### src/hw/csd_pkg.sv
package csd_pkg;
   // ----------------------------------------------------------------
   // Register map (APB byte addresses)
   // ----------------------------------------------------------------
   localparam logic [7:0] ADDR_STATUS = 8'h00;
   localparam logic [7:0] ADDR_CONTROL = 8'h04;
   localparam logic [7:0] ADDR_PAGE = 8'h08;
   localparam logic [7:0] ADDR_OPER = 8'h0C;
   localparam logic [7:0] ADDR_RESULT = 8'h10;
   localparam logic [7:0] ADDR_RESHI = 8'h14;
   localparam logic [7:0] ADDR_REGSEL = 8'h18;
   localparam logic [7:0] ADDR_REGDATA = 8'h1C;
   localparam logic [7:0] ADDR_DADDR = 8'h20;
   localparam logic [7:0] ADDR_WINADDR = 8'h24;
   localparam logic [7:0] ADDR_PC = 8'h28;
   localparam logic [7:0] ADDR_FETCH = 8'h2C;
   // ----------------------------------------------------------------
   // Field positions
   // ----------------------------------------------------------------
   localparam int SR_C = 0;
   localparam int SR_Z = 1;
   localparam int SR_OV = 2;
   localparam int SR_N = 3;
   localparam int SR_RA = 4;
   localparam int SR_IPL_LO = 5;
   localparam int SR_IPL_HI = 7;
   localparam int SR_DC = 8;
   localparam int CC_PSV = 2;
   localparam int CC_PRIORITY_LEVEL_TOP = 3;
   localparam logic [15:0] SR_WMASK = 16'h01EF;
   localparam logic [15:0] SR_RESET = 16'h0000;
   localparam logic [15:0] CC_RESET = 16'h0000;
   localparam logic [7:0] PAGE_RESET = 8'h00;
   localparam logic [22:0] PC_RESET = 23'h000000;
   localparam int DIV_CYCLES = 19;
   localparam logic [4:0] DIV_LAST = 5'h12;
   // ----------------------------------------------------------------
   // Operation codes written to the operation register bits 3:0
   // ----------------------------------------------------------------
   typedef enum logic [3:0] {
      OP_ADD = 4'b0000,
      OP_SUB = 4'b0001,
      OP_MULUU = 4'b0010,
      OP_MULSS = 4'b0011,
      OP_MULSU = 4'b0100,
      OP_SHL = 4'b0101,
      OP_SHR = 4'b0110,
      OP_DIVU = 4'b0111,
      OP_DIVL = 4'b1000,
      OP_ADDB = 4'b1001,
      OP_MOVD = 4'b1010,
      OP_BRA = 4'b1011,
      OP_TBL = 4'b1100,
      OP_NOP = 4'b1101,
      OP_RES0 = 4'b1110,
      OP_RES1 = 4'b1111
   } csd_op_type;
   typedef enum logic [1:0] {
      ST_IDLE = 2'b00,
      ST_DIV = 2'b01,
      ST_MULTI = 2'b10
   } csd_state_type;
endpackage : csd_pkg

### src/hw/csd_core.sv
// Implementation choices: the APB slave port and the address map.
`timescale 1ns/1ps
module csd_core
   import csd_pkg::*;
(
   input wire logic CLOCK,
   input wire logic SYS_RST,
   input wire logic PSEL,
   input wire logic PENABLE,
   input wire logic PWRITE,
   input wire logic [7:0] PADDR,
   input wire logic [31:0] PWDATA,
   output logic [31:0] PRDATA,
   output logic PREADY,
   output logic PSLVERR,
   input wire logic NESTING_DISABLE,
   input wire logic INTERRUPT_REQ,
   output logic [3:0] PRIORITY_LEVEL,
   output logic USER_INT_BLOCKED,
   output logic LOOP_BUSY,
   output logic [22:0] PROGRAM_COUNTER
);
   // ----------------------------------------------------------------
   // State
   // ----------------------------------------------------------------
   logic [15:0] status_reg;
   logic [15:0] control_reg;
   logic [7:0] page_reg;
   logic [15:0] work_reg [16];
   logic [3:0] regsel_reg;
   logic [15:0] opa_reg;
   logic [15:0] opb_reg;
   logic [15:0] res_reg;
   logic [15:0] reshi_reg;
   logic [15:0] daddr_reg;
   logic [22:0] pc_reg;
   logic [23:0] fetch_reg;
   logic [31:0] rem_reg;
   logic [15:0] quot_reg;
   logic [4:0] cnt_reg;
   logic [1:0] wait_reg;
   csd_state_type state_reg;
   logic [31:0] prdata_reg;
   logic pready_reg;
   logic pslverr_reg;
   logic [3:0] prio_reg;
   logic blocked_reg;
   logic busy_reg;

   // ----------------------------------------------------------------
   // Bus decode
   // ----------------------------------------------------------------
   wire logic setup = PSEL && !PENABLE;
   // Writes land in the access cycle, at the edge that sees the ready.
   wire logic access = PSEL && PENABLE && pready_reg;
   wire logic wr = access && PWRITE;
   wire logic hit = PADDR <= ADDR_FETCH && PADDR[1:0] == 2'b00;
   wire logic wr_sr = wr && PADDR == ADDR_STATUS;
   wire logic wr_cc = wr && PADDR == ADDR_CONTROL;
   wire logic wr_pg = wr && PADDR == ADDR_PAGE;
   wire logic wr_op = wr && PADDR == ADDR_OPER;
   wire logic wr_sel = wr && PADDR == ADDR_REGSEL;
   wire logic wr_reg = wr && PADDR == ADDR_REGDATA;
   wire logic wr_da = wr && PADDR == ADDR_DADDR;
   wire logic wr_pc = wr && PADDR == ADDR_PC;
   wire logic idle = state_reg == ST_IDLE;

   // ----------------------------------------------------------------
   // Operation decode
   // ----------------------------------------------------------------
   wire csd_op_type op = csd_op_type'(PWDATA[3:0]);
   wire logic [3:0] rs_a = PWDATA[7:4];
   wire logic [3:0] rs_b = PWDATA[11:8];
   wire logic [3:0] rd = PWDATA[15:12];
   wire logic [4:0] shamt = PWDATA[20:16];
   // Both source registers and the destination are used in one cycle.
   wire logic [15:0] a = work_reg[rs_a];
   wire logic [15:0] b = work_reg[rs_b];
   wire logic start = wr_op && idle;

   // ----------------------------------------------------------------
   // Arithmetic
   // ----------------------------------------------------------------
   wire logic is_sub = op == OP_SUB;
   wire logic [15:0] b_eff = is_sub ? ~b : b;
   wire logic [16:0] sum = {1'b0, a} + {1'b0, b_eff} + {16'h0000, is_sub};
   wire logic [8:0] low8 = {1'b0, a[7:0]} + {1'b0, b_eff[7:0]}
      + {8'h00, is_sub};
   wire logic [8:0] bsum = {1'b0, a[7:0]} + {1'b0, b[7:0]};
   wire logic [4:0] low4 = {1'b0, a[3:0]} + {1'b0, b[3:0]};
   wire logic ovw = (a[15] == b_eff[15]) && (sum[15] != a[15]);
   wire logic ovb = (a[7] == b[7]) && (bsum[7] != a[7]);
   // Signed 17-bit operands cover the unsigned, signed and signed-by-unsigned cases.
   wire logic sa = (op == OP_MULSS || op == OP_MULSU) && a[15];
   wire logic sb = op == OP_MULSS && b[15];
   wire logic signed [33:0] prod = $signed({sa, a}) * $signed({sb, b});
   wire logic [31:0] shl = {16'h0000, a} << shamt;
   wire logic [31:0] shr = {a, 16'h0000} >> shamt;

   // ----------------------------------------------------------------
   // Restoring divider step
   // ----------------------------------------------------------------
   // The partial remainder stays below the divisor, so it lives in the low
   // half of rem_reg and one extra trial bit catches the borrow.
   wire logic [16:0] trial = {rem_reg[15:0], quot_reg[15]} - {1'b0, opb_reg};
   wire logic [15:0] quot_step = trial[16] ? {quot_reg[14:0], 1'b0}
      : {quot_reg[14:0], 1'b1};
   wire logic [31:0] rem_step = trial[16]
      ? {16'h0000, rem_reg[14:0], quot_reg[15]} : {16'h0000, trial[15:0]};

   // ----------------------------------------------------------------
   // Program window address
   // ----------------------------------------------------------------
   wire logic win_on = control_reg[CC_PSV];
   wire logic [22:0] win_addr = {page_reg, daddr_reg[14:0]};
   wire logic [31:0] win_rd = (win_on && daddr_reg[15])
      ? {9'h000, win_addr} : {16'h0000, daddr_reg};

   // ----------------------------------------------------------------
   // Status next value
   // ----------------------------------------------------------------
   wire logic [15:0] sr_wr = (status_reg & ~SR_WMASK) | (PWDATA[15:0] & SR_WMASK)
      ;
   wire logic [15:0] sr_lock = NESTING_DISABLE
      ? {sr_wr[15:8], status_reg[7:5], sr_wr[4:0]} : sr_wr;
   logic [15:0] status_next;
   logic [15:0] res_next;
   always_comb
   begin
      status_next = wr_sr ? sr_lock : status_reg;
      res_next = res_reg;
      if (start)
      begin
         unique case (op)
            OP_ADD, OP_SUB:
            begin
               res_next = sum[15:0];
               status_next[SR_C] = sum[16];
               status_next[SR_DC] = low8[8];
               status_next[SR_N] = sum[15];
               status_next[SR_OV] = ovw;
               if (sum[15:0] != 16'h0000)
                  status_next[SR_Z] = 1'b0;
               else
                  status_next[SR_Z] = 1'b1;
            end
            OP_ADDB:
            begin
               res_next = {a[15:8], bsum[7:0]};
               status_next[SR_C] = bsum[8];
               status_next[SR_DC] = low4[4];
               status_next[SR_N] = bsum[7];
               status_next[SR_OV] = ovb;
               status_next[SR_Z] = bsum[7:0] == 8'h00;
            end
            OP_MULUU, OP_MULSS, OP_MULSU: res_next = prod[15:0];
            OP_SHL: res_next = shl[15:0];
            OP_SHR: res_next = shr[31:16];
            default: res_next = res_reg;
         endcase
      end
   end

   // ----------------------------------------------------------------
   // Datapath and sequencing
   // ----------------------------------------------------------------
   always_ff @(posedge CLOCK)
   begin
      if (SYS_RST)
      begin
         status_reg <= SR_RESET;
         control_reg <= CC_RESET;
         page_reg <= PAGE_RESET;
         regsel_reg <= 4'h0;
         opa_reg <= 16'h0000;
         opb_reg <= 16'h0000;
         res_reg <= 16'h0000;
         reshi_reg <= 16'h0000;
         daddr_reg <= 16'h0000;
         pc_reg <= PC_RESET;
         fetch_reg <= 24'h000000;
         rem_reg <= 32'h00000000;
         quot_reg <= 16'h0000;
         cnt_reg <= 5'h00;
         wait_reg <= 2'h0;
         state_reg <= ST_IDLE;
      end
      else
      begin
         status_reg <= status_next;
         res_reg <= res_next;
         if (wr_cc)
         begin
            control_reg[CC_PSV] <= PWDATA[CC_PSV];
            // Software may drop the top priority bit but never raise it.
            if (!PWDATA[CC_PRIORITY_LEVEL_TOP])
               control_reg[CC_PRIORITY_LEVEL_TOP] <= 1'b0;
         end
         if (wr_pg)
            page_reg <= PWDATA[7:0];
         if (wr_sel)
            regsel_reg <= PWDATA[3:0];
         if (wr_da)
            daddr_reg <= PWDATA[15:0];
         if (wr_pc)
            pc_reg <= PWDATA[22:0];
         // Next word is fetched each idle cycle, ahead of execution.
         if (idle)
            fetch_reg <= {1'b0, pc_reg};
         if (start)
         begin
            pc_reg <= pc_reg + 23'h000001;
            unique case (op)
               OP_MULUU, OP_MULSS, OP_MULSU:
                  reshi_reg <= prod[31:16];
               OP_SHL: reshi_reg <= shl[31:16];
               OP_DIVU, OP_DIVL:
               begin
                  // Divide runs as an interruptible loop; state lives
                  // in registers so an interrupt loses nothing.
                  opb_reg <= b;
                  opa_reg <= a;
                  rem_reg <= op == OP_DIVL ? {16'h0000, res_reg} : 32'h0;
                  quot_reg <= a;
                  cnt_reg <= 5'h00;
                  status_reg[SR_RA] <= 1'b1;
                  state_reg <= ST_DIV;
               end
               OP_MOVD, OP_BRA, OP_TBL:
               begin
                  wait_reg <= 2'h1;
                  state_reg <= ST_MULTI;
               end
               default: reshi_reg <= reshi_reg;
            endcase
         end
         unique case (state_reg)
            ST_IDLE: cnt_reg <= cnt_reg;
            ST_DIV:
            begin
               // A pending interrupt stretches, but never corrupts, it.
               if (!INTERRUPT_REQ)
               begin
                  if (cnt_reg < 5'h10)
                  begin
                     quot_reg <= quot_step;
                     rem_reg <= rem_step;
                  end
                  cnt_reg <= cnt_reg + 5'h01;
                  if (cnt_reg == DIV_LAST)
                  begin
                     res_reg <= quot_reg;
                     reshi_reg <= rem_reg[15:0];
                     status_reg[SR_RA] <= 1'b0;
                     state_reg <= ST_IDLE;
                  end
               end
            end
            ST_MULTI:
            begin
               if (wait_reg == 2'h0)
                  state_reg <= ST_IDLE;
               else
                  wait_reg <= wait_reg - 2'h1;
            end
            default: state_reg <= ST_IDLE;
         endcase
      end
   end

   // Working registers: one write port, index 15 is the stack pointer.
   always_ff @(posedge CLOCK)
   begin
      if (SYS_RST)
      begin
         for (int i = 0; i < 16; i++)
            work_reg[i] <= 16'h0000;
      end
      else if (wr_reg)
         work_reg[regsel_reg] <= PWDATA[15:0];
      else if (start && op != OP_NOP && op != OP_BRA)
         work_reg[rd] <= res_next;
   end

   // ----------------------------------------------------------------
   // Read mux and outputs
   // ----------------------------------------------------------------
   logic [31:0] rd_mux;
   always_comb
   begin
      unique case (PADDR)
         ADDR_STATUS: rd_mux = {16'h0000, status_reg & 16'h01FF};
         ADDR_CONTROL: rd_mux = {16'h0000, control_reg & 16'h000C};
         ADDR_PAGE: rd_mux = {24'h000000, page_reg};
         ADDR_OPER: rd_mux = {30'h0, state_reg};
         ADDR_RESULT: rd_mux = {16'h0000, res_reg};
         ADDR_RESHI: rd_mux = {16'h0000, reshi_reg};
         ADDR_REGSEL: rd_mux = {28'h0000000, regsel_reg};
         ADDR_REGDATA: rd_mux = {16'h0000, work_reg[regsel_reg]};
         ADDR_DADDR: rd_mux = {16'h0000, daddr_reg};
         ADDR_WINADDR: rd_mux = win_rd;
         ADDR_PC: rd_mux = {9'h000, pc_reg};
         ADDR_FETCH: rd_mux = {8'h00, fetch_reg};
         default: rd_mux = 32'h00000000;
      endcase
   end

   always_ff @(posedge CLOCK)
   begin
      if (SYS_RST)
      begin
         prdata_reg <= 32'h00000000;
         pready_reg <= 1'b0;
         pslverr_reg <= 1'b0;
         prio_reg <= 4'h0;
         blocked_reg <= 1'b0;
         busy_reg <= 1'b0;
      end
      else
      begin
         pready_reg <= setup;
         pslverr_reg <= setup && !hit;
         prdata_reg <= setup && !PWRITE ? rd_mux : 32'h00000000;
         prio_reg <= {control_reg[CC_PRIORITY_LEVEL_TOP], status_reg[SR_IPL_HI:SR_IPL_LO]}
            ;
         blocked_reg <= control_reg[CC_PRIORITY_LEVEL_TOP]
            || status_reg[SR_IPL_HI:SR_IPL_LO] == 3'b111;
         busy_reg <= status_reg[SR_RA];
      end
   end

   assign PRDATA = prdata_reg;
   assign PREADY = pready_reg;
   assign PSLVERR = pslverr_reg;
   assign PRIORITY_LEVEL = prio_reg;
   assign USER_INT_BLOCKED = blocked_reg;
   assign LOOP_BUSY = busy_reg;
   assign PROGRAM_COUNTER = pc_reg;
endmodule : csd_core

### config.mk
export PLATFORM = sky130hd
export DESIGN_NAME = csd_core
export DESIGN_NICKNAME = d
export VERILOG_FILES = /design/src/hw/csd_pkg.sv /design/src/hw/csd_core.sv
export SDC_FILE = /design/constraint.sdc
export NUM_CORES = 2
export LEC_CHECK = 0
export ABC_AREA = 0
export BUFFER_PORTS_ARGS = -buffer_cell sky130_fd_sc_hd__buf_4
export CAP_MARGIN = 25
export CORE_MARGIN = 4
export CORE_UTILIZATION = 30
export DETAILED_ROUTE_END_ITERATION = 6
export SLEW_MARGIN = 0
export SYNTH_ARGS = -nofsm -noshare
export SYNTH_HDL_FRONTEND = slang
export SYNTH_SLANG_ARGS = --single-unit
export TNS_END_PERCENT = 50
### constraint.sdc
create_clock -name CLOCK -period 28.8 [get_ports CLOCK]
set_input_delay 4.32 -clock CLOCK [delete_from_list [all_inputs] [get_ports CLOCK]]
set_output_delay 4.32 -clock CLOCK [all_outputs]
set_load 0.01 [all_outputs]
Word-level counts from Yosys, hierarchy flattened
Memory sizes are Yosys's and may differ from the RTL's. A register that Yosys moved wholly into a read port is not among the register bits. Cells that the tools add are included.

Memories kept: 1. Flip-flop bits (word level): 235. Bits in writable memories: 256. Input bits: 47.

Memories: work_reg (words 16, bits a word 16, rd ports 3, clocked after Yosys merged registers in 1, wr ports 16, RTL line csd_core.sv:29) `logic [15:0] work_reg [16];`.

$add $sub $neg: 10. Eq/ne operators: 33. Reductions and logical operators: 44. Muxes and demuxes: 71. Bitwise logic cells: 4. Shifts and indexed selects: 2. Multiply operators: 1. $lt $le $gt $ge: 2.

Operators by type and width (count): $mux 16 (18); $pmux 23 s12 (1); $mux 32 (5); $pmux 16 s5 (1); $mux 23 (3); $eq 8x5->1 const B (4); $eq 8x6->1 const B (4); $mul 17x17->32 (1); $pmux 16 s2 (1); $reduce_or 16->1 (2); $shl 16x5->32 (1); $shr 32x5->32 (1); $add 23x1->23 const B (1); $logic_and 1x1->1 (23); $eq 4x4->1 const B (5); $mux 4 (5); $mux 1 (19); $add 8x8->9 (2); $add 16x16->17 (1); $add 17x1->17 (1); $sub 17x16->17 (1); $eq 4x3->1 const B (4); $eq 8x4->1 const B (2); $logic_not 8->1 (2); other kinds (37) (59).

Longest topological paths before layout
Depth after elaboration: 13. Depth in mapped cells: 35. Gate-level depth less buffers: 29.

Worst setup path before layout
Ideal clock, no wire load.

Kind: input to register. Start: in PWDATA[8]. End: reg reshi_reg[15]. Data required time: 28685 ps. Path buffers: 4. Arrival time: 12902 ps. Library setup time: 115 ps. Setup slack: 15783 ps. Stages: 32. Path through: buf_4 -> buf_2 -> clkbuf_1 -> clkbuf_1 -> mux4_2 -> mux2i_1 -> nand2_1 -> o21ai_1 -> clkinv_1 -> nand2_1 -> inv_1 -> fa_1 -> inv_1 -> fa_1 -> inv_1 -> fa_1 -> fa_1 -> fa_1 -> inv_1 -> fa_1 -> inv_1 -> ha_1 -> a2111o_1 -> a31oi_1 -> o21ai_0 -> a41o_1 -> a31o_2 -> a221o_1 -> a31o_2 -> a311oi_1 -> mux2i_1 -> nand2_1.

RTL lines: from (decl) (RTL line csd_core.sv:12) `input wire logic [31:0] PWDATA,`; $mem_v2 16x16 *; net b[2] (RTL line csd_core.sv:78) `wire logic [15:0] b = work_reg[rs_b];`; $mul 17x17->32 * (RTL line csd_core.sv:96) `wire logic signed [33:0] prod = $signed({sa, a}) * $signed({sb, b});`; $pmux 16 s2 * (RTL line csd_core.sv:213) `unique case (op)`; $mux 16 * (RTL line csd_core.sv:210) `if (start)`; $mux 16 (RTL line csd_core.sv:250) `if (cnt_reg == DIV_LAST)`; $mux 16 (RTL line csd_core.sv:242) `if (!INTERRUPT_REQ)`; $mux 16 * (RTL line csd_core.sv:237) `unique case (state_reg)`; to (signal assigned) (RTL line csd_core.sv:215) `reshi_reg <= prod[31:16];`; to (signal assigned) (RTL line csd_core.sv:216) `OP_SHL: reshi_reg <= shl[31:16];`; to (signal assigned) (RTL line csd_core.sv:253) `reshi_reg <= rem_reg[15:0];`; to (decl) (RTL line csd_core.sv:34) `logic [15:0] reshi_reg;`.

Mark *: on every way through the listed nets, which the timed path passes. The rest lies on a longest branch. A chain may end at the register's enable or synchronous reset.

==> impl_metrics.yaml <==
status:
  run_status: "complete, but fails checks"
  failed_checks: "design-rule violations"
global_route:
  gr-usage-all-layers_pct: 21.4
  grt_first_pass_wirelength_um: 219000
  pin_count_of_the_biggest_net_entering_global_routing: 78
  globalRouteOverflowTotal: 0
  first_global_vias: 32091
  antenna_found_initial: 13
layout:
  final_core_util_pct: 33.4
  area_growth_syn_to_layout_pct: 10.2
  largest_register_ffs: 256
  fin_area_um2: 43400
  final_layout_size_suffix_gt1_share_pct: 14.9
  finalNetCount: 4418
  layout.cells.non_filler: 5751
worst_setup_path:
  crit_required_ns: 29.14
  crit_type: "in2reg"
  critPathTopFamily: "adder cells"
  worst-r2r-setup-slack_ns: 19.34
  r2r_start: "work_reg[7][15]"
  setup.worst_path.end_class: "flop"
  count_of_buffer_and_inverter_cells_on_the_critical_path: 6
  critical_path.most_common_cell: "sky130_fd_sc_hd__fa_1"
  worstSetupStartpointType: "input port"
  critical_path.reg2reg.endpoint: "reshi_reg[15]"
  cp.arrival_ns: 14.43
  worst_path_fanout_max: 52
  cp_slowest_cell: "sky130_fd_sc_hd__mux2i_2"
  r2r_cells: 28
  critical_path.max_stage_delay_ns: 0.92
timing:
  rsz0062_at_grt: "no"
  setup_viol_count_final: 0
  fin_crit_sh_pct: 48.9
  worst_clock_skew_ns: 0.0361
  hold_viol_final: 0
  max_slew.worst_pin.slew_ns: 1.21
  fin_crit_ns: 14.09
  timing_max_transition_violations_final: 0
  fin_setup_tns_ns: 0
  fmax_mhz: 71.0
  postLayoutSetupSlackWorst_ns: 14.71
  relSlewSlack_pct: 19.7
power:
  max-vdd-ir-drop_uv: 86.3
  leakagePower_nw: 16.7
  pwr_density_cell_nw_per_um2: 59.6
logic_synthesis:
  share_of_the_synthesized_area_in_the_top_cell_type_pct: 19.5
  synth_area_per_cell_um2: 9.86
  synth_seq_cells: 463
  synth.top_cells.by_count: "sky130_fd_sc_hd__nor2_1, sky130_fd_sc_hd__nand2_1, sky130_fd_sc_hd__inv_1, sky130_fd_sc_hd__fa_1, sky130_fd_sc_hd__edfxtp_1"
  yosys.cell_types.count: 103
  synth-warning-count: 0
  synth_ff_type: "sky130_fd_sc_hd__edfxtp_1"
  ys_async_sr_fraction_pct: 0
  synth.cell_area_um2: 39400
  synthesized_netlist_cell_count: 3999
  post-synth-top-count-cell: "sky130_fd_sc_hd__nor2_1"
  main_area_contributors_after_synthesis: "sky130_fd_sc_hd__edfxtp_1, sky130_fd_sc_hd__fa_1, sky130_fd_sc_hd__mux4_2, sky130_fd_sc_hd__dfxtp_1, sky130_fd_sc_hd__nor2_1"
  synth_sequential_area_ratio_pct: 30.0
  yosys.area.top_type: "sky130_fd_sc_hd__edfxtp_1"
  synth_edf_count: 256
route:
  route.detailed.drc: 17
  firstDrtPassIters: 7
  wl_met1_um: 57600
  antenna_violation_net_count_after_detailed_routing: 0
  met2WireLength_um: 67200
  first_iter_violations: 4515
  detailroute.via_count: 33015
  wl_um: 150000
  route.detailed.vias_per_inst: 5.74
  routed-wl-met3_um: 17800
  route.detailed.wl_per_inst_um: 26.1
  top_signal_layer_used: "met5"
floorplan:
  floorplan.rows: 132
  core_area_um2: 130000
  fp.dieArea_um2: 137000
  initial_core_utilization_pct: 30.3
  die_width_um: 370
  floorplan.io_pins: 110
  die_h_um: 370
place:
  port-buffer-count: 90
  post-place-cells: 5650
  gp_routability_congestion: 1.02
  place_ws_ns: 14.29
  post_dp_hpwl_um: 105000
  cell_area_after_placement_um2: 41800
min_path:
  holdCritPathClass: "reg2reg"
  whs_endpoint: "fetch_reg[19]"
  min_delay_path_depth: 2
  holdCritStartpoint: "fetch_reg[19]"
cts:
  clkTransAtPathRegs_ns: 0.06
  clkLatencyLatePin_ns: 0.62
  postCtsSetupRepairBufs: 0
  clock-root-buffer: "sky130_fd_sc_hd__clkbuf_16"
  cts-buffers-inserted: 50
  tritoncts: "built"
  htree_levels: 2
  cts_resized: 0
  clock_sink_count: 463
  ctsLongestPathBuffers: 3
  post_cts_hold_buffer_count: 0
flow_run:
  reported_max_cap_violation_count: 0
worst min-delay path, cell delays in order, from the launching register on:
cell	delay, ns
sky130_fd_sc_hd__dfxtp_1	0.31
sky130_fd_sc_hd__nand2_1	0.05
sky130_fd_sc_hd__a21oi_1	0.05
cells in the final DEF (no fill, tap or decap), types with 23 or more instances in the layout:
master,n
sky130_fd_sc_hd__and3_1,35
sky130_fd_sc_hd__a31oi_1,23
sky130_fd_sc_hd__nor2b_1,33
sky130_fd_sc_hd__inv_1,373
sky130_fd_sc_hd__a22oi_1,48
sky130_fd_sc_hd__clkbuf_16,50
sky130_fd_sc_hd__ha_1,124
sky130_fd_sc_hd__mux2i_1,59
sky130_fd_sc_hd__nand3_1,48
sky130_fd_sc_hd__o21ai_0,94
sky130_fd_sc_hd__dfxtp_1,205
sky130_fd_sc_hd__nor2_2,24
sky130_fd_sc_hd__mux4_2,225
sky130_fd_sc_hd__nor2_1,501
sky130_fd_sc_hd__xnor2_1,67
sky130_fd_sc_hd__edfxtp_1,256
sky130_fd_sc_hd__a21o_1,29
sky130_fd_sc_hd__a221oi_1,49
sky130_fd_sc_hd__fa_1,285
sky130_fd_sc_hd__a21oi_1,213
sky130_fd_sc_hd__a211oi_1,31
sky130_fd_sc_hd__and2_1,30
sky130_fd_sc_hd__buf_4,186
sky130_fd_sc_hd__nand2_1,501
sky130_fd_sc_hd__nor3_1,48
power breakdown:
| group | internal, mW | switching (mW) |
|---|---|---|
| logic | 0.448 | 0.784 |
| registers | 0.706 | 0.00819 |
| clock network | 0.353 | 0.287 |
area by class of cell:
| type | count | area (µm²) |
|---|---|---|
| multi-input combinational | 2874 | 24900 |
| inverter | 382 | 1430 |
| sequential | 463 | 11800 |
| clock inverter | 22 | 181 |
| clock buffer | 72 | 1410 |
| timing repair buffer | 191 | 1480 |
| fill | 13263 | 86500 |
| antenna | 5 | 12.5 |
| tap | 1742 | 2180 |
how the worst max path moves through the flow:
stage              start          endpoint  cells after the start
3_5_place_dp   PWDATA[8]  work_reg[14][14]                     24
6_report       PWDATA[6]  work_reg[14][14]                     26
5_1_grt        PWDATA[8]     reshi_reg[15]                     30
3_3_place_gp   PWDATA[4]     reshi_reg[15]                     30
2_1_floorplan  PWDATA[8]     reshi_reg[15]                     32
4_1_cts        PWDATA[8]  work_reg[14][14]                     24
metal layers:
layer	vias up	global-route usage, %
met2	2045	33.0
met1	16537	28.3
li1	14011	-
met4	8	9.55
met3	414	5.66
met5	-	0
cells by family after synthesis:
group	after synthesis	share of synthesized area (%)
other cells	1	0.00951
xor+xnor	84	1.87
compound gates	722	12.5
buf+inv	671	7.09
flops	463	30.0
mux	314	15.4
simple gates	1335	14.7
fa+ha+maj	409	18.4
through the flow:
step	hold slack, ns	total power, mW
2_1_floorplan	0.436	1.56
3_3_place_gp	0.441	1.93
3_5_place_dp	0.447	1.93
4_1_cts	0.454	2.57
5_1_grt	0.473	2.73
6_report	0.453	2.59
(Power assumes the default switching activity.)
